`src/logic/hub_cfg_pkg.sv`:
```
// Purpose: shared constants for the host bus configuration block
// Assumes: 40 MHz core clock, 32-bit Avalon-MM register port
// Notes:   36-bit processor addresses
package hub_cfg_pkg;

  // register byte offsets
  localparam logic [4:0] OFS_CFG    = 5'h00;
  localparam logic [4:0] OFS_STAT   = 5'h04;
  localparam logic [4:0] OFS_MASK   = 5'h08;
  localparam logic [4:0] OFS_LIMIT  = 5'h0C;
  localparam logic [4:0] OFS_SLICE  = 5'h10;
  localparam logic [4:0] OFS_RSTCTL = 5'h14;

  // field positions in the configuration register
  localparam int BIT_THR    = 4;
  localparam int BIT_IN_ORDER_QUEUE_DEPTH_BIT   = 2;
  localparam int BIT_FIXCTL = 1;

  // event bits of status and mask
  localparam int EV_THR   = 0;
  localparam int EV_STRAP = 1;
  localparam int EV_W     = 2;

  // values after reset
  localparam logic [7:0]  LIMIT_RST = 8'h04;
  localparam logic [15:0] SLICE_RST = 16'h0100;

  // processor reset hold time
  localparam int CLK_PERIOD_NS   = 25;
  localparam int CPU_RST_TIME_NS = 1000;
  localparam int CPU_RST_CYCLES  = (CPU_RST_TIME_NS + CLK_PERIOD_NS - 1) / CLK_PERIOD_NS;

  // interrupt-controller windows
  localparam logic [35:0] WIN_A_LO = 36'h0_FEC0_0000;
  localparam logic [35:0] WIN_A_HI = 36'h0_FEC7_FFFF;
  localparam logic [35:0] WIN_B    = 36'h0_FEC8_0000;
  localparam logic [35:0] WIN_C    = 36'h0_FEC8_1000;
  localparam logic [35:0] WIN_D    = 36'h0_FEC8_2000;

  // hub link codes
  localparam logic [1:0] LINK_A = 2'h0;
  localparam logic [1:0] LINK_B = 2'h1;
  localparam logic [1:0] LINK_C = 2'h2;
  localparam logic [1:0] LINK_D = 2'h3;

  typedef enum logic {RS_HOLD, RS_RUN} rst_state_t;

endpackage

```
`src/logic/intc_route.sv`:
```
// Purpose: steers one processor access to a hub link
// Assumes: purely combinational, caller registers the result
// Notes:   fixed windows apply only while fixed routing is selected
`timescale 1ns/1ps
module intc_route (
  input  wire logic [35:0] addr_i,
  input  wire logic        fixed_route_i,
  input  wire logic [1:0]  decode_link_i,
  output logic      [1:0]  link_o,
  output logic             win_hit_o
);

  function automatic logic in_4k(input logic [35:0] a, input logic [35:0] base);
    in_4k = (a[35:12] == base[35:12]);
  endfunction

  always_comb begin
    link_o    = decode_link_i;
    win_hit_o = 1'b0;
    if (fixed_route_i) begin
      if (addr_i >= hub_cfg_pkg::WIN_A_LO && addr_i <= hub_cfg_pkg::WIN_A_HI) begin
        link_o    = hub_cfg_pkg::LINK_A; // RULE6
        win_hit_o = 1'b1;
      end else if (in_4k(addr_i, hub_cfg_pkg::WIN_B)) begin
        link_o    = hub_cfg_pkg::LINK_B; // RULE7
        win_hit_o = 1'b1;
      end else if (in_4k(addr_i, hub_cfg_pkg::WIN_C)) begin
        link_o    = hub_cfg_pkg::LINK_C; // RULE7
        win_hit_o = 1'b1;
      end else if (in_4k(addr_i, hub_cfg_pkg::WIN_D)) begin
        link_o    = hub_cfg_pkg::LINK_D; // RULE7
        win_hit_o = 1'b1;
      end
    end
  end

endmodule

```
`src/logic/host_bus_cfg.sv`:
```
// Purpose: host bus configuration/status register with routing control
// Assumes: one clock, synchronous active-low reset, Avalon-MM slave
// Notes:   one wait state on every register access
//
// Design decisions made here: register access over Avalon-MM and the placing of the registers.
`timescale 1ns/1ps

// What this block does
// (RULE1) The throttle flag sets when the slice write limit is reached and another write waits.
// (RULE2) Software clears the throttle flag by writing zero to its bit.
// (RULE3) The queue depth bit captures the strap pin as the processor reset is released.
// (RULE4) A low strap gives a depth bit of one, meaning a twelve-deep queue.
// (RULE5) A high strap gives a depth bit of zero, meaning no pipelining.
// (RULE6) With fixed routing, FEC0_0000 to FEC7_FFFF go to hub link A.
// (RULE7) With fixed routing, the 4 KB windows at FEC8_0000, _1000, _2000 go to links B, C, D.
// (RULE8) With the other setting, interrupt-controller accesses follow the general decode.
// (RULE9) The throttle flag stays set until cleared, and writing one leaves it alone.
module host_bus_cfg (
  input  wire logic        ref_clk_i,
  input  wire logic        nrst_i,
  input  wire logic [4:0]  avs_address_i,
  input  wire logic        avs_read_i,
  input  wire logic        avs_write_i,
  input  wire logic [31:0] avs_writedata_i,
  input  wire logic [3:0]  avs_byteenable_i,
  output logic      [31:0] avs_readdata_o,
  output logic             avs_waitrequest_o,
  input  wire logic        wr_done_i,
  input  wire logic        wr_pending_i,
  input  wire logic        queue_depth_strap_pin_i,
  output logic             processor_reset_out_n_o,
  input  wire logic        acc_valid_i,
  input  wire logic [35:0] acc_addr_i,
  input  wire logic [1:0]  acc_decode_link_i,
  output logic             link_valid_o,
  output logic      [1:0]  link_sel_o,
  output logic             win_hit_o,
  output logic             throttle_active_o,
  output logic             irq_o
);

  typedef struct packed {
    hub_cfg_pkg::rst_state_t rs;
    logic [7:0]              rst_cnt;
    logic                    fix_ctl;
    logic                    thr_flag;
    logic                    in_order_queue_depth_bit;
    logic [1:0]              stat;
    logic [1:0]              mask;
    logic [7:0]              wr_limit;
    logic [15:0]             slice_len;
    logic [15:0]             slice_cnt;
    logic [7:0]              wr_cnt;
    logic                    ack;
    logic [31:0]             rdata;
    logic                    link_valid;
    logic [1:0]              link_sel;
    logic                    win_hit;
  } st_t;

  localparam logic [7:0] RST_LAST = 8'(hub_cfg_pkg::CPU_RST_CYCLES - 1);

  st_t st_ff;
  st_t nxt_st;

  logic       req;
  logic       commit_wr;
  logic       commit_rd;
  logic       slice_tick;
  logic       limit_hit;
  logic       thr_set;
  logic       strap_take;
  logic       cfg_wr;
  logic [1:0] route_link;
  logic       route_hit;

  function automatic logic [31:0] merge(input logic [31:0] old_v,
                                        input logic [31:0] new_v,
                                        input logic [3:0]  be);
    logic [31:0] r;
    r = old_v;
    for (int i = 0; i < 4; i++) begin
      if (be[i]) begin
        r[i*8 +: 8] = new_v[i*8 +: 8];
      end
    end
    merge = r;
  endfunction

  function automatic logic [31:0] cfg_word(input st_t s);
    logic [31:0] w;
    w = 32'h0000_0000;
    w[hub_cfg_pkg::BIT_THR]    = s.thr_flag;
    w[hub_cfg_pkg::BIT_IN_ORDER_QUEUE_DEPTH_BIT]   = s.in_order_queue_depth_bit;
    w[hub_cfg_pkg::BIT_FIXCTL] = s.fix_ctl;
    cfg_word = w;
  endfunction

  // control bit low selects the fixed windows
  intc_route u_route (
    .addr_i        (acc_addr_i),
    .fixed_route_i (~st_ff.fix_ctl),
    .decode_link_i (acc_decode_link_i),
    .link_o        (route_link),
    .win_hit_o     (route_hit)
  );

  assign req        = avs_read_i | avs_write_i;
  assign commit_wr  = avs_write_i & st_ff.ack;
  assign commit_rd  = avs_read_i & st_ff.ack;
  assign slice_tick = (st_ff.slice_cnt >= st_ff.slice_len);
  assign limit_hit  = (st_ff.wr_cnt >= st_ff.wr_limit);
  assign thr_set    = limit_hit & wr_pending_i; // RULE1
  assign strap_take = (st_ff.rs == hub_cfg_pkg::RS_HOLD) && (st_ff.rst_cnt == RST_LAST);
  assign cfg_wr     = commit_wr && (avs_address_i == hub_cfg_pkg::OFS_CFG);

  always_comb begin
    logic [31:0] m;
    m      = 32'h0000_0000;
    nxt_st = st_ff;

    // bus handshake: one wait state, then the access completes
    nxt_st.ack = req & ~st_ff.ack;
    if (req && !st_ff.ack) begin
      unique case (avs_address_i)
        hub_cfg_pkg::OFS_CFG:    nxt_st.rdata = cfg_word(st_ff);
        hub_cfg_pkg::OFS_STAT:   nxt_st.rdata = {30'h0000_0000, st_ff.stat};
        hub_cfg_pkg::OFS_MASK:   nxt_st.rdata = {30'h0000_0000, st_ff.mask};
        hub_cfg_pkg::OFS_LIMIT:  nxt_st.rdata = {24'h00_0000, st_ff.wr_limit};
        hub_cfg_pkg::OFS_SLICE:  nxt_st.rdata = {16'h0000, st_ff.slice_len};
        hub_cfg_pkg::OFS_RSTCTL: begin
          nxt_st.rdata = {31'h0000_0000, st_ff.rs == hub_cfg_pkg::RS_HOLD};
        end
        default:                 nxt_st.rdata = 32'h0000_0000;
      endcase
    end

    // processor reset sequencing and strap capture
    unique case (st_ff.rs)
      hub_cfg_pkg::RS_HOLD: begin
        nxt_st.rst_cnt = st_ff.rst_cnt + 8'h01;
        if (strap_take) begin
          nxt_st.rs      = hub_cfg_pkg::RS_RUN;
          nxt_st.rst_cnt = 8'h00;
          nxt_st.in_order_queue_depth_bit    = ~queue_depth_strap_pin_i; // RULE3 RULE4 RULE5
        end
      end
      hub_cfg_pkg::RS_RUN: begin
        nxt_st.rst_cnt = 8'h00;
      end
    endcase

    // write slice timer and per-slice write count
    if (slice_tick) begin
      nxt_st.slice_cnt = 16'h0000;
      nxt_st.wr_cnt    = 8'h00;
    end else begin
      nxt_st.slice_cnt = st_ff.slice_cnt + 16'h0001;
      if (wr_done_i && st_ff.wr_cnt != 8'hFF) begin
        nxt_st.wr_cnt = st_ff.wr_cnt + 8'h01;
      end
    end

    // register writes
    if (commit_wr) begin
      unique case (avs_address_i)
        hub_cfg_pkg::OFS_CFG: begin
          if (avs_byteenable_i[0]) begin
            nxt_st.fix_ctl = avs_writedata_i[hub_cfg_pkg::BIT_FIXCTL];
            if (!avs_writedata_i[hub_cfg_pkg::BIT_THR]) begin
              nxt_st.thr_flag = 1'b0; // RULE2
            end
          end
        end
        hub_cfg_pkg::OFS_STAT: begin
          if (avs_byteenable_i[0]) begin
            nxt_st.stat = st_ff.stat & ~avs_writedata_i[1:0];
          end
        end
        hub_cfg_pkg::OFS_MASK: begin
          m           = merge({30'h0000_0000, st_ff.mask}, avs_writedata_i, avs_byteenable_i);
          nxt_st.mask = m[1:0];
        end
        hub_cfg_pkg::OFS_LIMIT: begin
          m               = merge({24'h00_0000, st_ff.wr_limit}, avs_writedata_i,
                                  avs_byteenable_i);
          nxt_st.wr_limit = m[7:0];
        end
        hub_cfg_pkg::OFS_SLICE: begin
          m                = merge({16'h0000, st_ff.slice_len}, avs_writedata_i,
                                   avs_byteenable_i);
          nxt_st.slice_len = m[15:0];
        end
        hub_cfg_pkg::OFS_RSTCTL: begin
          if (avs_byteenable_i[0] && avs_writedata_i[0]) begin
            nxt_st.rs      = hub_cfg_pkg::RS_HOLD;
            nxt_st.rst_cnt = 8'h00;
          end
        end
        default: begin
          nxt_st.rdata = st_ff.rdata;
        end
      endcase
    end

    // hardware sets win over software clears
    if (thr_set) begin
      nxt_st.thr_flag           = 1'b1; // RULE1 RULE9
      nxt_st.stat[hub_cfg_pkg::EV_THR] = 1'b1;
    end
    if (strap_take) begin
      nxt_st.stat[hub_cfg_pkg::EV_STRAP] = 1'b1;
    end

    // access routing
    nxt_st.link_valid = acc_valid_i;
    if (acc_valid_i) begin
      nxt_st.link_sel = route_link; // RULE6 RULE7 RULE8
      nxt_st.win_hit  = route_hit;
    end
  end

  always_ff @(posedge ref_clk_i) begin
    if (!nrst_i) begin
      st_ff           <= '0;
      st_ff.rs        <= hub_cfg_pkg::RS_HOLD;
      st_ff.wr_limit  <= hub_cfg_pkg::LIMIT_RST;
      st_ff.slice_len <= hub_cfg_pkg::SLICE_RST;
    end else begin
      st_ff <= nxt_st;
    end
  end

  assign avs_readdata_o          = st_ff.rdata;
  assign avs_waitrequest_o       = req & ~st_ff.ack;
  assign processor_reset_out_n_o = (st_ff.rs == hub_cfg_pkg::RS_RUN);
  assign link_valid_o            = st_ff.link_valid;
  assign link_sel_o              = st_ff.link_sel;
  assign win_hit_o               = st_ff.win_hit;
  assign throttle_active_o       = limit_hit;
  assign irq_o                   = |(st_ff.stat & st_ff.mask);

  // window decodes rebuilt here so the checks do not lean on the router
  logic in_a;
  logic in_b;
  logic in_c;
  logic in_d;
  assign in_a = acc_addr_i >= hub_cfg_pkg::WIN_A_LO && acc_addr_i <= hub_cfg_pkg::WIN_A_HI;
  assign in_b = acc_addr_i[35:12] == hub_cfg_pkg::WIN_B[35:12];
  assign in_c = acc_addr_i[35:12] == hub_cfg_pkg::WIN_C[35:12];
  assign in_d = acc_addr_i[35:12] == hub_cfg_pkg::WIN_D[35:12];
endmodule

```
`config.mk`:
```
export PLATFORM = sky130hd
export DESIGN_NAME = host_bus_cfg
export DESIGN_NICKNAME = d
export VERILOG_FILES = /design/src/logic/hub_cfg_pkg.sv /design/src/logic/intc_route.sv /design/src/logic/host_bus_cfg.sv
export SDC_FILE = /design/constraint.sdc
export NUM_CORES = 1
export LEC_CHECK = 0
export ABC_AREA = 1
export ABC_CLOCK_PERIOD_IN_PS = 2600
export BUFFER_PORTS_ARGS = -buffer_cell sky130_fd_sc_hd__buf_4
export CAP_MARGIN = 5
export CORE_ASPECT_RATIO = 1.5
export CORE_UTILIZATION = 58
export DETAILED_ROUTE_END_ITERATION = 10
export GPL_TIMING_DRIVEN = 1
export PLACE_DENSITY_LB_ADDON = 0.2
export SYNTH_ARGS = -nofsm -noshare
export SYNTH_HDL_FRONTEND = slang
export SYNTH_HIERARCHICAL = 1
export SYNTH_SLANG_ARGS = --single-unit
```
`constraint.sdc`:
```
create_clock -name ref_clk_i -period 2.6 [get_ports ref_clk_i]
set_input_delay 0 -clock ref_clk_i [delete_from_list [all_inputs] [get_ports ref_clk_i]]
set_output_delay 0 -clock ref_clk_i [all_outputs]
set_load 0.02 [all_outputs]
```
Yosys cells after proc, flatten, opt, wreduce, memory -nomap -nowiden
Index checks and enable logic that the tools add are counted.
{ "totals": {"out_inout_bits": 40, "input_bits": 87, "wordCells": 110, "register_bits": 101} }
{ "classes": {"bitwise_logic": 11, "n_reduce_logical": 26, "eq_ne": 12, "n_mux": 36, "n_lt_le_gt_ge": 4, "addsub": 3} }
{ "op_table": {"columns": ["cell", "n"], "rows": [
  ["32-bit 2-to-1 mux", 3],
  ["16-bit one-hot mux with 6 select lines", 1],
  ["24-bit by 20-bit == test with 1-bit output, second input constant", 3],
  ["36-bit by 32-bit greater-or-equal comparator with 1-bit output, second input constant", 1],
  ["36-bit by 32-bit less-or-equal comparator with 1-bit output, second input constant", 1],
  ["8-bit 2-to-1 mux", 4],
  ["28-bit 2-to-1 mux", 1],
  ["9-bit 2-to-1 mux", 3],
  ["2-bit 2-to-1 mux", 11],
  ["3-bit AND reduction", 7],
  ["16-bit by 1-bit adder with 16-bit output, second input constant", 1],
  ["8-bit by 1-bit adder with 8-bit output, second input constant", 2],
  ["16-bit greater-or-equal comparator", 1],
  ["16-bit 2-to-1 mux", 1],
  ["8-bit one-hot mux with 2 select lines", 1],
  ["2-bit nonzero test", 7],
  ["11-bit 2-to-1 mux", 1],
  ["5-bit by 4-bit == test with 1-bit output, second input constant", 2],
  ["5-bit == test, second input constant", 2],
  ["1-bit 2-to-1 mux", 10],
  ["8-bit by 6-bit == test with 1-bit output, second input constant", 1],
  ["8-bit greater-or-equal comparator", 1],
  ["8-bit != test, second input constant", 1],
  ["6-bit OR reduction", 1],
  ["other kinds (14)", 25]
]} }

Logic depth before layout (Yosys ltp)
Gate-level depths: netlist of the first run.
{ "depth": {"ltp_word": 8, "ltp_mapped": 13, "ltp_nobuf": 12} }

Modules after synthesis
The synthesis of the first run kept the hierarchy.
{ "modules_own_cells": {"columns": ["module", "area_each_um2", "seq_area_each_um2", "cells_per_inst", "n_inst"], "rows": [
  ["host_bus_cfg", 4548.1, 1701.6, 601, 1],
  ["intc_route", 402.9, 0.0, 88, 1]
]} }

Worst setup path before layout of the first run
Ideal clock, no wire load.
{ "synth_path": {"kind": "register to register", "startpoint": "register st_ff[52] (netlist bit)", "endpoint": "register st_ff[41] (netlist bit)", "setup_time_ps": 116, "required_ps": 2484, "arrival_ps": 1440, "path_stages_with_launch": 9, "synth_period_minus_slack_ps": 1556, "setup_slack_ps": 1044, "n_path_buf": 1, "path_cell_list": "dfxtp_1 -> ha_1 -> nand2_1 -> nor2_1 -> nor3b_1 -> nand2_1 -> nand4_1 -> buf_2 -> nor2_1"} }
{ "synth_via": {"elab_chain_cells": 2} }
{ "synth_rtl": {"columns": ["item", "line_no", "rtl"], "rows": [
  ["from (decl)", "host_bus_cfg.sv:63", "st_t st_ff;"],
  ["from (signal assigned)", "host_bus_cfg.sv:230", "st_ff <= nxt_st;"],
  ["16-bit greater-or-equal comparator", "host_bus_cfg.sv:111", "assign slice_tick = (st_ff.slice_cnt >= st_ff.slice_len);"],
  ["2-bit OR reduction (no line)", null, null]
]} }
No other way between the ends.
A chain may end at the register's enable or synchronous reset.

Final worst setup path of the first run
{ "layout_path": {"startpoint": "register st_ff[52] (netlist bit)", "endpoint": "register st_ff[47] (netlist bit)"} }
The elaborated chain is that of the path after synthesis.

==> flow_summary.json, run 1 <==
{
  "place_congestion": 0.924,
  "ant_nets": 0,
  "synth_seq_cells": 85,
  "finalSetupTns_ns": 0,
  "grt_pass1_wl_um": 18300,
  "drt_iter0_drc": 176,
  "finalHoldViolations": 0,
  "status": "finished clean",
  "cp-end-kind": "register",
  "dieArea_mm2": 0.00892,
  "fill_cells": 636,
  "clock-root-buffer": "clkbuf_16",
  "rsz0062_at_grt": "no",
  "syn_area_mm2": 0.00495,
  "pin_count": 127,
  "cts_tree": "built",
  "fin_crit_sh_pct": 67.0,
  "synth_edf_count": 0,
  "num_rows": 40,
  "clock_latency_ns": 0.34,
  "wl_per_cell_um": 12.5,
  "hpwl_um": 8330,
  "synth_top_cells_by_area": "dfxtp_1, nand2_1, ha_1",
  "overflow": 0,
  "diodes": 0,
  "min_from": "wr_done_i",
  "skew_ns": 0.00461,
  "grt_max_degree": 40,
  "fin_crit_ns": 1.74,
  "crit_path_max_fanout": 24,
  "initial_core_util_pct": 60.7,
  "min_path_type": "input port to register",
  "p_per_area_mw_per_mm2": 498,
  "criticalPathCategory": "register to register",
  "syn_inst": 689,
  "grt_pass1_vias": 4409,
  "port_buffers": 92,
  "synth_cell_types": 41,
  "layout_common_cells": "nand2_1, buf_4, dfxtp_1, inv_1, nor2_1",
  "worstMarginPinSlew_ns": 0.608,
  "cp.required_ns": 2.82,
  "worst_setup_path_start_kind": "register",
  "placedCellCount": 855,
  "crit_start": "st_ff[52]",
  "synth_top_area_cell": "dfxtp_1",
  "via_count": 4536,
  "drive_gt1_share_pct": 20.4,
  "fin_cells": 891,
  "setup_viol": 0,
  "timing.fmax_mhz": 574,
  "clk_pin_slew_ns": 0.06,
  "yosysSeqAreaShare_pct": 34.4,
  "ys_async_sr_fraction_pct": 0,
  "cts_buffer_depth": 2,
  "vias_per_cell": 5.09,
  "coreArea_mm2": 0.00816,
  "nets": 895,
  "final_util_pct": 73.5,
  "dp_slack_ns": 0.865,
  "antenna_found_initial": 0,
  "finalMaxSlewViolations": 0,
  "worst_ep_arrival_time_ns": 1.96,
  "timing.rr.start": "st_ff[52]",
  "cap_violations": 0,
  "drcViolationCount": 0,
  "post_cts_buffers": 0,
  "postCtsResizedCells": 0,
  "setup_ws_ns": 0.859,
  "ys.flop_type": "dfxtp_1",
  "synth_warnings": 6,
  "final_common_cell": "nand2_1",
  "firstDrtPassIters": 4,
  "synth.top_cell.area_share_pct": 34.4,
  "p_leak_nw": 2.62,
  "die_x_um": 77.4,
  "ir_worst_vdd_mv": 0.367,
  "fp.dieH_um": 115,
  "wl_um": 11100,
  "synth.avg_cell_area_um2": 7.19,
  "area_growth_pct": 21.1,
  "slew_headroom_pct": 59.3,
  "cts_buffers": 9,
  "cts_sinks": 85,
  "grt_usage_pct": 25.9,
  "htreeDepth": 3
}
==> worst max-delay path: stages (launching register included) <==
cell,delay (ns)
dfxtp_1,0.36
ha_1,0.31
nand2_1,0.07
nor2_1,0.13
nor3b_1,0.23
nand2_1,0.08
nand4_1,0.09
buf_4,0.28
nor2_1,0.07
==> synthesized netlist by cell type (all sizes together), types with 3 or more instances <==
library cell and n:
nand2 141, inv 90, buf 45, ha 27, dfxtp 85, o21ai 46, nor2 97, nand3 33
o22ai 4, clkbuf 3, nor3 9, a21oi 61, xnor2 9, nand4 17, xor2 11
==> kinds of logic after synthesis <==
| family | share of synthesized area, % |
|---|---|
| compound gates | 13.1 |
| fa+ha+maj | 6.82 |
| flops | 34.4 |
| other cells | 0.0757 |
| xor+xnor | 3.54 |
| buf+inv | 13.9 |
| simple gates | 28.2 |
==> timing repair <==
item,in CTS,in global routing
setup endpoints to repair,0,0
hold buffers,20,0
hold endpoints to repair,34,0
==> per-stage QoR <==
stage,hold WS [ns],total power (W),cell area [um^2]
floorplan,0.0935,0.00159,5010
global placement,0.217,0.00170,5500
detailed placement,0.222,0.00171,5500
CTS,0.0193,0.00301,6000
global route,0.0467,0.00310,6000
finish,0.0267,0.00299,6000
==> state kept, by name (all words and copies together) (netlist names) <==
signal and count:
st_ff 64, avs_readdata_o 16, link_sel_o 2, link_valid_o 1
processor_reset_out_n_o 1, win_hit_o 1
==> metal layers <==
layer | part of all wire (%) | GRT usage [%]
met1 | 38 | 24.1
met2 | 55 | 51.8
met3 | 3.8 | 5.16
met4 | 3.4 | 13.7
met5 | 0 | 0
==> final cells by class <==
cell class	count	area, um^2	area share, %
multi-input cells	480	2620	43.6
well taps	105	131	2.19
clock inverters	6	71.3	1.19
inverters	91	342	5.70
flip-flops and latches	85	1700	28.4
repair buffers	114	906	15.1
clock buffers	10	229	3.82
==> final timing paths <==
| kind | end | slack, ns | cells after the start |
|---|---|---|---|
| setup reg to reg | st_ff[47] | 0.86 | 8 |
| hold reg to reg | st_ff[92] | 0.46 | 1 |
| setup / recovery | st_ff[47] | 0.86 | 8 |
| hold / removal | st_ff[42] | 0.03 | 4 |
==> power breakdown <==
group | internal (W) | switching, W | total (W)
logic | 0.000159 | 0.000197 | 0.000356
clock network | 0.000754 | 0.000529 | 0.00128
registers | 0.00133 | 0.0000177 | 0.00135
Note: power is estimated with default switching activity, not from simulation.
==> run 2, diff against run 1 <==
--- a/config.mk
+++ b/config.mk
@@ -6,11 +6,11 @@
 export NUM_CORES = 1
 export LEC_CHECK = 0
 export ABC_AREA = 1
-export ABC_CLOCK_PERIOD_IN_PS = 2600
+export ABC_CLOCK_PERIOD_IN_PS = 1600
 export BUFFER_PORTS_ARGS = -buffer_cell sky130_fd_sc_hd__buf_4
 export CAP_MARGIN = 5
 export CORE_ASPECT_RATIO = 1.5
-export CORE_UTILIZATION = 58
+export CORE_UTILIZATION = 48
 export DETAILED_ROUTE_END_ITERATION = 10
 export GPL_TIMING_DRIVEN = 1
 export PLACE_DENSITY_LB_ADDON = 0.2
==> constraint.sdc (replaced) <==
create_clock -name ref_clk_i -period 1.6 [get_ports ref_clk_i]
set_input_delay 0 -clock ref_clk_i [delete_from_list [all_inputs] [get_ports ref_clk_i]]
set_output_delay 0 -clock ref_clk_i [all_outputs]
set_load 0.02 [all_outputs]
==> run 2 against run 1 <==
Total power grew 71%. Via count grew 5.6%. Sequential share of layout area shrank 2.4 points. Critical endpoint is now st_ff[44]. Non-clock buffer count grew 29. The run now ends with DRC, setup timing left.
==> flow_summary.json, run 2 (synthesis results as in run 1) <==
{
  "fp.dieH_um": 126,
  "worstMarginPinSlew_ns": 0.509,
  "final_common_cell": "nand2_1",
  "finalMaxSlewViolations": 0,
  "worst_ep_arrival_time_ns": 1.96,
  "grt_usage_pct": 24.1,
  "rsz0062_at_grt": "yes",
  "ff_latch_area_mm2": 0.00172,
  "coreArea_mm2": 0.0101,
  "ir_worst_vdd_mv": 0.746,
  "cts_buffers": 9,
  "multi_input_area_mm2": 0.00291,
  "drcViolationCount": 6,
  "clk_pin_slew_ns": 0.06,
  "diodes": 0,
  "largest_reg_flops": 64,
  "crit_path_top_delay_cell": "dfxtp_2",
  "port_buffers": 92,
  "p_leak_nw": 2.83,
  "cp-end-kind": "register",
  "cts_sinks": 85,
  "initial_core_util_pct": 49.1,
  "wl_per_cell_um": 13.6,
  "cts_buffer_depth": 2,
  "worst_setup_path_start_kind": "register",
  "setup_ws_ns": -0.124,
  "clock-root-buffer": "clkbuf_16",
  "ant_nets": 0,
  "place_congestion": 0.873,
  "fin_crit_ns": 1.72,
  "hpwl_um": 8840,
  "antenna_found_initial": 0,
  "crit_path_cell_trace": "inv_2 > ha_4 > nand2_2 > inv_2 > nand3_4 > nor3_4 > nand2_1 > nand4_1 > buf_6 > clkbuf_16 > nor2_1",
  "slew_headroom_pct": 66.1,
  "clock_latency_ns": 0.34,
  "via_count": 4788,
  "vias_per_cell": 5.14,
  "fill_cells": 906,
  "min_path_type": "input port to register",
  "cp.required_ns": 1.84,
  "status": "complete, but fails checks",
  "timing.fmax_mhz": 580,
  "nets": 924,
  "pin_count": 127,
  "crit_path_max_fanout": 6,
  "wl_um": 12700,
  "layout_common_cells": "nand2_1, buf_4, dfxtp_1, inv_1, nor2_1",
  "criticalPathCategory": "register to register",
  "area_growth_pct": 33.9,
  "regMostFlops": "st_ff",
  "setup_viol": 24,
  "grt_pass1_wl_um": 20600,
  "cpLargestDelayFamily": "simple AND/OR/NAND/NOR gates",
  "finalHoldViolations": 0,
  "drive_gt1_share_pct": 32.4,
  "violations": "DRC, setup timing",
  "fin_crit_sh_pct": 108,
  "dieArea_mm2": 0.0107,
  "power_w": 0.00510,
  "overflow": 0,
  "grt_max_degree": 27,
  "skew_ns": 0.00457,
  "cp.buffers_inverters": 4,
  "finalSetupTns_ns": -2.72,
  "die_x_um": 84.9,
  "htreeDepth": 3,
  "crit_path_frequent_cell": "inv_2",
  "grt_pass1_vias": 4772,
  "num_rows": 45,
  "cap_violations": 0,
  "drt_iter0_drc": 169,
  "cp_slowest_stage_delay_ns": 0.34,
  "firstDrtPassIters": 11,
  "cts_tree": "built",
  "p_per_area_mw_per_mm2": 770
}
-- run 2: final timing paths --
check	startpoint	end	slack [ns]	cells after the start
min reg2reg	st_ff[92]	st_ff[92]	0.45	1
min	acc_decode_link_i[0]	link_sel_o[0]	0.009	5
max	st_ff[71]	st_ff[44]	-0.12	11
max reg2reg	st_ff[71]	st_ff[44]	-0.12	11
-- run 2: per-stage QoR --
step | hold WS, ns | instances | instance area, um^2 | setup WS, ns | utilization, %
after floorplan | 0.0935 | 704 | 5010 | 0.0445 | -
after global placement | 0.219 | 888 | 5680 | 0.0402 | 56.4
after detailed placement | 0.228 | 888 | 5680 | -0.0199 | 56.4
after CTS | 0.00446 | 927 | 6450 | -0.00605 | 64.0
after global routing | 0.0386 | 932 | 6630 | -0.210 | 65.8
final | 0.00936 | 932 | 6630 | -0.124 | 65.8
-- run 2: timing repair --
| item | 4_1_cts | 5_1_grt |
|---|---|---|
| buffers inserted | 2 | 4 |
| endpoints found under the setup margin | 25 | 27 |
| cloned | 2 | 1 |
| hold buffers | 19 | 0 |
| endpoints found under the hold margin | 35 | 0 |
| pin swaps | 1 | 10 |
| gates resized for setup | 45 | 37 |
-- run 2: layer usage --
metal / track usage [%] / wire length, um
met4: 15.2 / 670
met1: 24.5 / 4760
met3: 3.38 / 520
met5: 0 / 0
met2: 45.5 / 6760
-- run 2: layout make-up --
type | instances | area share [%]
clock inverter | 6 | 1.43
inverter | 91 | 5.15
timing repair buffer | 143 | 17.9
clock buffer | 10 | 3.45
multi-input combinational | 480 | 43.9
sequential | 85 | 26.0
tap | 117 | 2.21
-- run 2: where the power goes --
group          internal, W  switching [W]
clock              0.00138       0.000873
combinational     0.000303       0.000353
sequential         0.00216      0.0000297
-- run 2: tightest hold or removal path, stage by stage --
cell,delay [ns]
buf_4,0.08
nand2_1,0.04
nand2_1,0.06
nor2_1,0.04
nor2_1,0.09
==> run 3, diff against run 2 <==
--- a/config.mk
+++ b/config.mk
@@ -14,6 +14,8 @@
 export DETAILED_ROUTE_END_ITERATION = 10
 export GPL_TIMING_DRIVEN = 1
 export PLACE_DENSITY_LB_ADDON = 0.2
+export RECOVER_POWER = 50
+export SLEW_MARGIN = 20
 export SYNTH_ARGS = -nofsm -noshare
 export SYNTH_HDL_FRONTEND = slang
 export SYNTH_HIERARCHICAL = 1
==> run 3 against run 2 <==
The flow still finishes with violations (DRC, setup timing). Worst hold slack worse by 0.0013 ns. Via count about the same. First-iteration DRC count down 3.6%. Fmax about the same. Global-route usage unchanged. Sequential cell count unchanged. Combinational power down 3.2%. Critical path depth unchanged. Core utilization down 0.99 points. Clock skew up 0.00063 ns. Total power down 0.29%. Largest power group unchanged.
==> flow_summary.json, run 3 (synthesis results as in run 1) <==
{
  "fp.dieH_um": 126,
  "cts_sinks": 85,
  "firstDrtPassIters": 11,
  "rsz0062_at_grt": "yes",
  "vias_per_cell": 5.14,
  "criticalPathCategory": "register to register",
  "fin_crit_ns": 1.72,
  "hpwl_um": 8840,
  "timing.rr.start": "st_ff[71]",
  "setup_viol": 24,
  "min_from": "acc_decode_link_i[0]",
  "p_per_area_mw_per_mm2": 779,
  "setup_ws_ns": -0.123,
  "via_count": 4792,
  "final_common_cell": "nand2_1",
  "finalSetupTns_ns": -2.68,
  "coreArea_mm2": 0.0101,
  "htreeDepth": 3,
  "worstMarginPinSlew_ns": 0.500,
  "pin_count": 127,
  "reg2reg_depth": 11,
  "reg2reg_slack_ns": -0.12,
  "holdPathEnd": "link_sel_o[0]",
  "area_growth_pct": 31.9,
  "slew_headroom_pct": 66.6,
  "nets": 924,
  "clkPwrFrac_pct": 44.4,
  "layout_common_cells": "nand2_1, buf_4, inv_1, dfxtp_1, nor2_1",
  "p_sw_w": 0.00126,
  "crit_path_top_delay_cell": "dfxtp_2",
  "whs_ns": 0.00808,
  "diodes": 0,
  "crit_path_cell_trace": "inv_2 > ha_4 > nand2_2 > inv_2 > nand3_4 > nor3_4 > nand2_1 > nand4_1 > buf_6 > clkbuf_16 > nor2_1",
  "r2r-end": "st_ff[44]",
  "drive_gt1_share_pct": 29.2,
  "grt_pass1_vias": 4772,
  "cts_buffer_depth": 2,
  "num_rows": 45,
  "place_congestion": 0.873,
  "clock_latency_ns": 0.35,
  "status": "complete, but fails checks",
  "grt_max_degree": 27,
  "skew_ns": 0.00520,
  "fill_cells": 932,
  "largest_reg_flops": 64,
  "p_leak_nw": 2.74,
  "seqPwrFrac_pct": 43.1,
  "finalMaxSlewViolations": 0,
  "crit_path_frequent_cell": "inv_2",
  "cp_slowest_stage_delay_ns": 0.34,
  "stdcell_area_mm2": 0.00653,
  "antenna_found_initial": 0,
  "fin_crit_sh_pct": 108,
  "overflow": 0,
  "crit_path_max_fanout": 6,
  "hold-path-cell-count": 5,
  "cts_buffers": 9,
  "swShare_pct": 24.8,
  "violations": "DRC, setup timing",
  "wl_per_cell_um": 13.7,
  "finalHoldViolations": 0,
  "p_int_w": 0.00383,
  "ir_worst_vdd_mv": 0.746,
  "regMostFlops": "st_ff",
  "worst_setup_path_start_kind": "register",
  "drcViolationCount": 6,
  "place_area_mm2": 0.00568,
  "min_path_type": "input port to register",
  "worst_ep_arrival_time_ns": 1.96,
  "cp.required_ns": 1.84,
  "grt_usage_pct": 24.1,
  "ant_nets": 0,
  "initial_core_util_pct": 49.1,
  "die_x_um": 84.9,
  "clk_pin_slew_ns": 0.06,
  "timing.fmax_mhz": 581,
  "wl_um": 12700,
  "drt_iter0_drc": 163,
  "port_buffers": 92,
  "grt_pass1_wl_um": 20600,
  "clock-root-buffer": "clkbuf_16",
  "dieArea_mm2": 0.0107,
  "cts_tree": "built",
  "cp-end-kind": "register",
  "combPwrFrac_pct": 12.5,
  "cap_violations": 0
}
[run 3: cell types whose count changed in the layout (fill, tap and decap cells not counted), sizes merged]
cell / previous run / this run
buf: 122 / 98
clkbuf: 12 / 36
[run 3: worst max path at each step]
stage / start / to / slack [ns] / cells after the start
after detailed placement: st_ff[67] / st_ff[37] / -0.02 / 9
after global routing: st_ff[50] / st_ff[49] / -0.21 / 10
final: st_ff[71] / st_ff[44] / -0.12 / 11
after floorplan: st_ff[52] / st_ff[41] / 0.04 / 8
after global placement: st_ff[72] / st_ff[52] / 0.04 / 10
after CTS: st_ff[47] / st_ff[45] / -0.006 / 12
[run 3: per-stage QoR]
step / worst slack [ns] / std cells / util, % / total power (W)
3_3_place_gp: 0.0402 / 888 / 56.4 / 0.00277
5_1_grt: -0.210 / 932 / 64.8 / 0.00526
6_report: -0.123 / 932 / 64.8 / 0.00509
3_5_place_dp: -0.0199 / 888 / 56.4 / 0.00279
4_1_cts: -0.00605 / 927 / 64.0 / 0.00511
2_1_floorplan: 0.0445 / 704 / - / 0.00259
[run 3: critical path, delay by kind of cell, from the launching register on]
family | cells | cell delay, ns
buffers and inverters | 4 | 0.42
AND/OR/NAND/NOR | 6 | 0.59
flip-flops | 1 | 0.34
adder cells (fa/ha/maj) | 1 | 0.26
[run 3: power groups by stage]
stage	Combinational (W)	Sequential, W	Clock [W]
after global placement	0.000542	0.00223	0
after detailed placement	0.000558	0.00223	0
after floorplan	0.000359	0.00223	0
after global routing	0.000699	0.00219	0.00237
after CTS	0.000627	0.00219	0.00230
final	0.000635	0.00219	0.00226
[run 3: cell type report]
type	instances	area (um^2)	area share [%]
Sequential cell	85	1720	26.4
Timing Repair Buffer	143	1090	16.8
Tap cell	117	146	2.24
Multi-Input combinational cell	480	2900	44.4
Clock buffer	10	229	3.51
Inverter	91	342	5.23
Clock inverter	6	95.1	1.46
[run 3: timing repair]
| item | CTS | global route |
|---|---|---|
| gates resized for setup | 45 | 37 |
| endpoints found under the hold margin | 35 | 0 |
| hold buffers | 19 | 0 |
| setup endpoints to repair | 25 | 27 |
| setup buffers | 2 | 4 |
| gates cloned | 2 | 1 |
| pin swaps | 1 | 10 |
[run 3: layer usage]
layer / global-route usage, % / up-vias / share of wire, %
met5: 0 / - / 0
met4: 15.2 / 0 / 5.1
met3: 3.38 / 44 / 3.8
met2: 45.5 / 136 / 53
met1: 24.5 / 2201 / 38
li1: - / 2411 / -
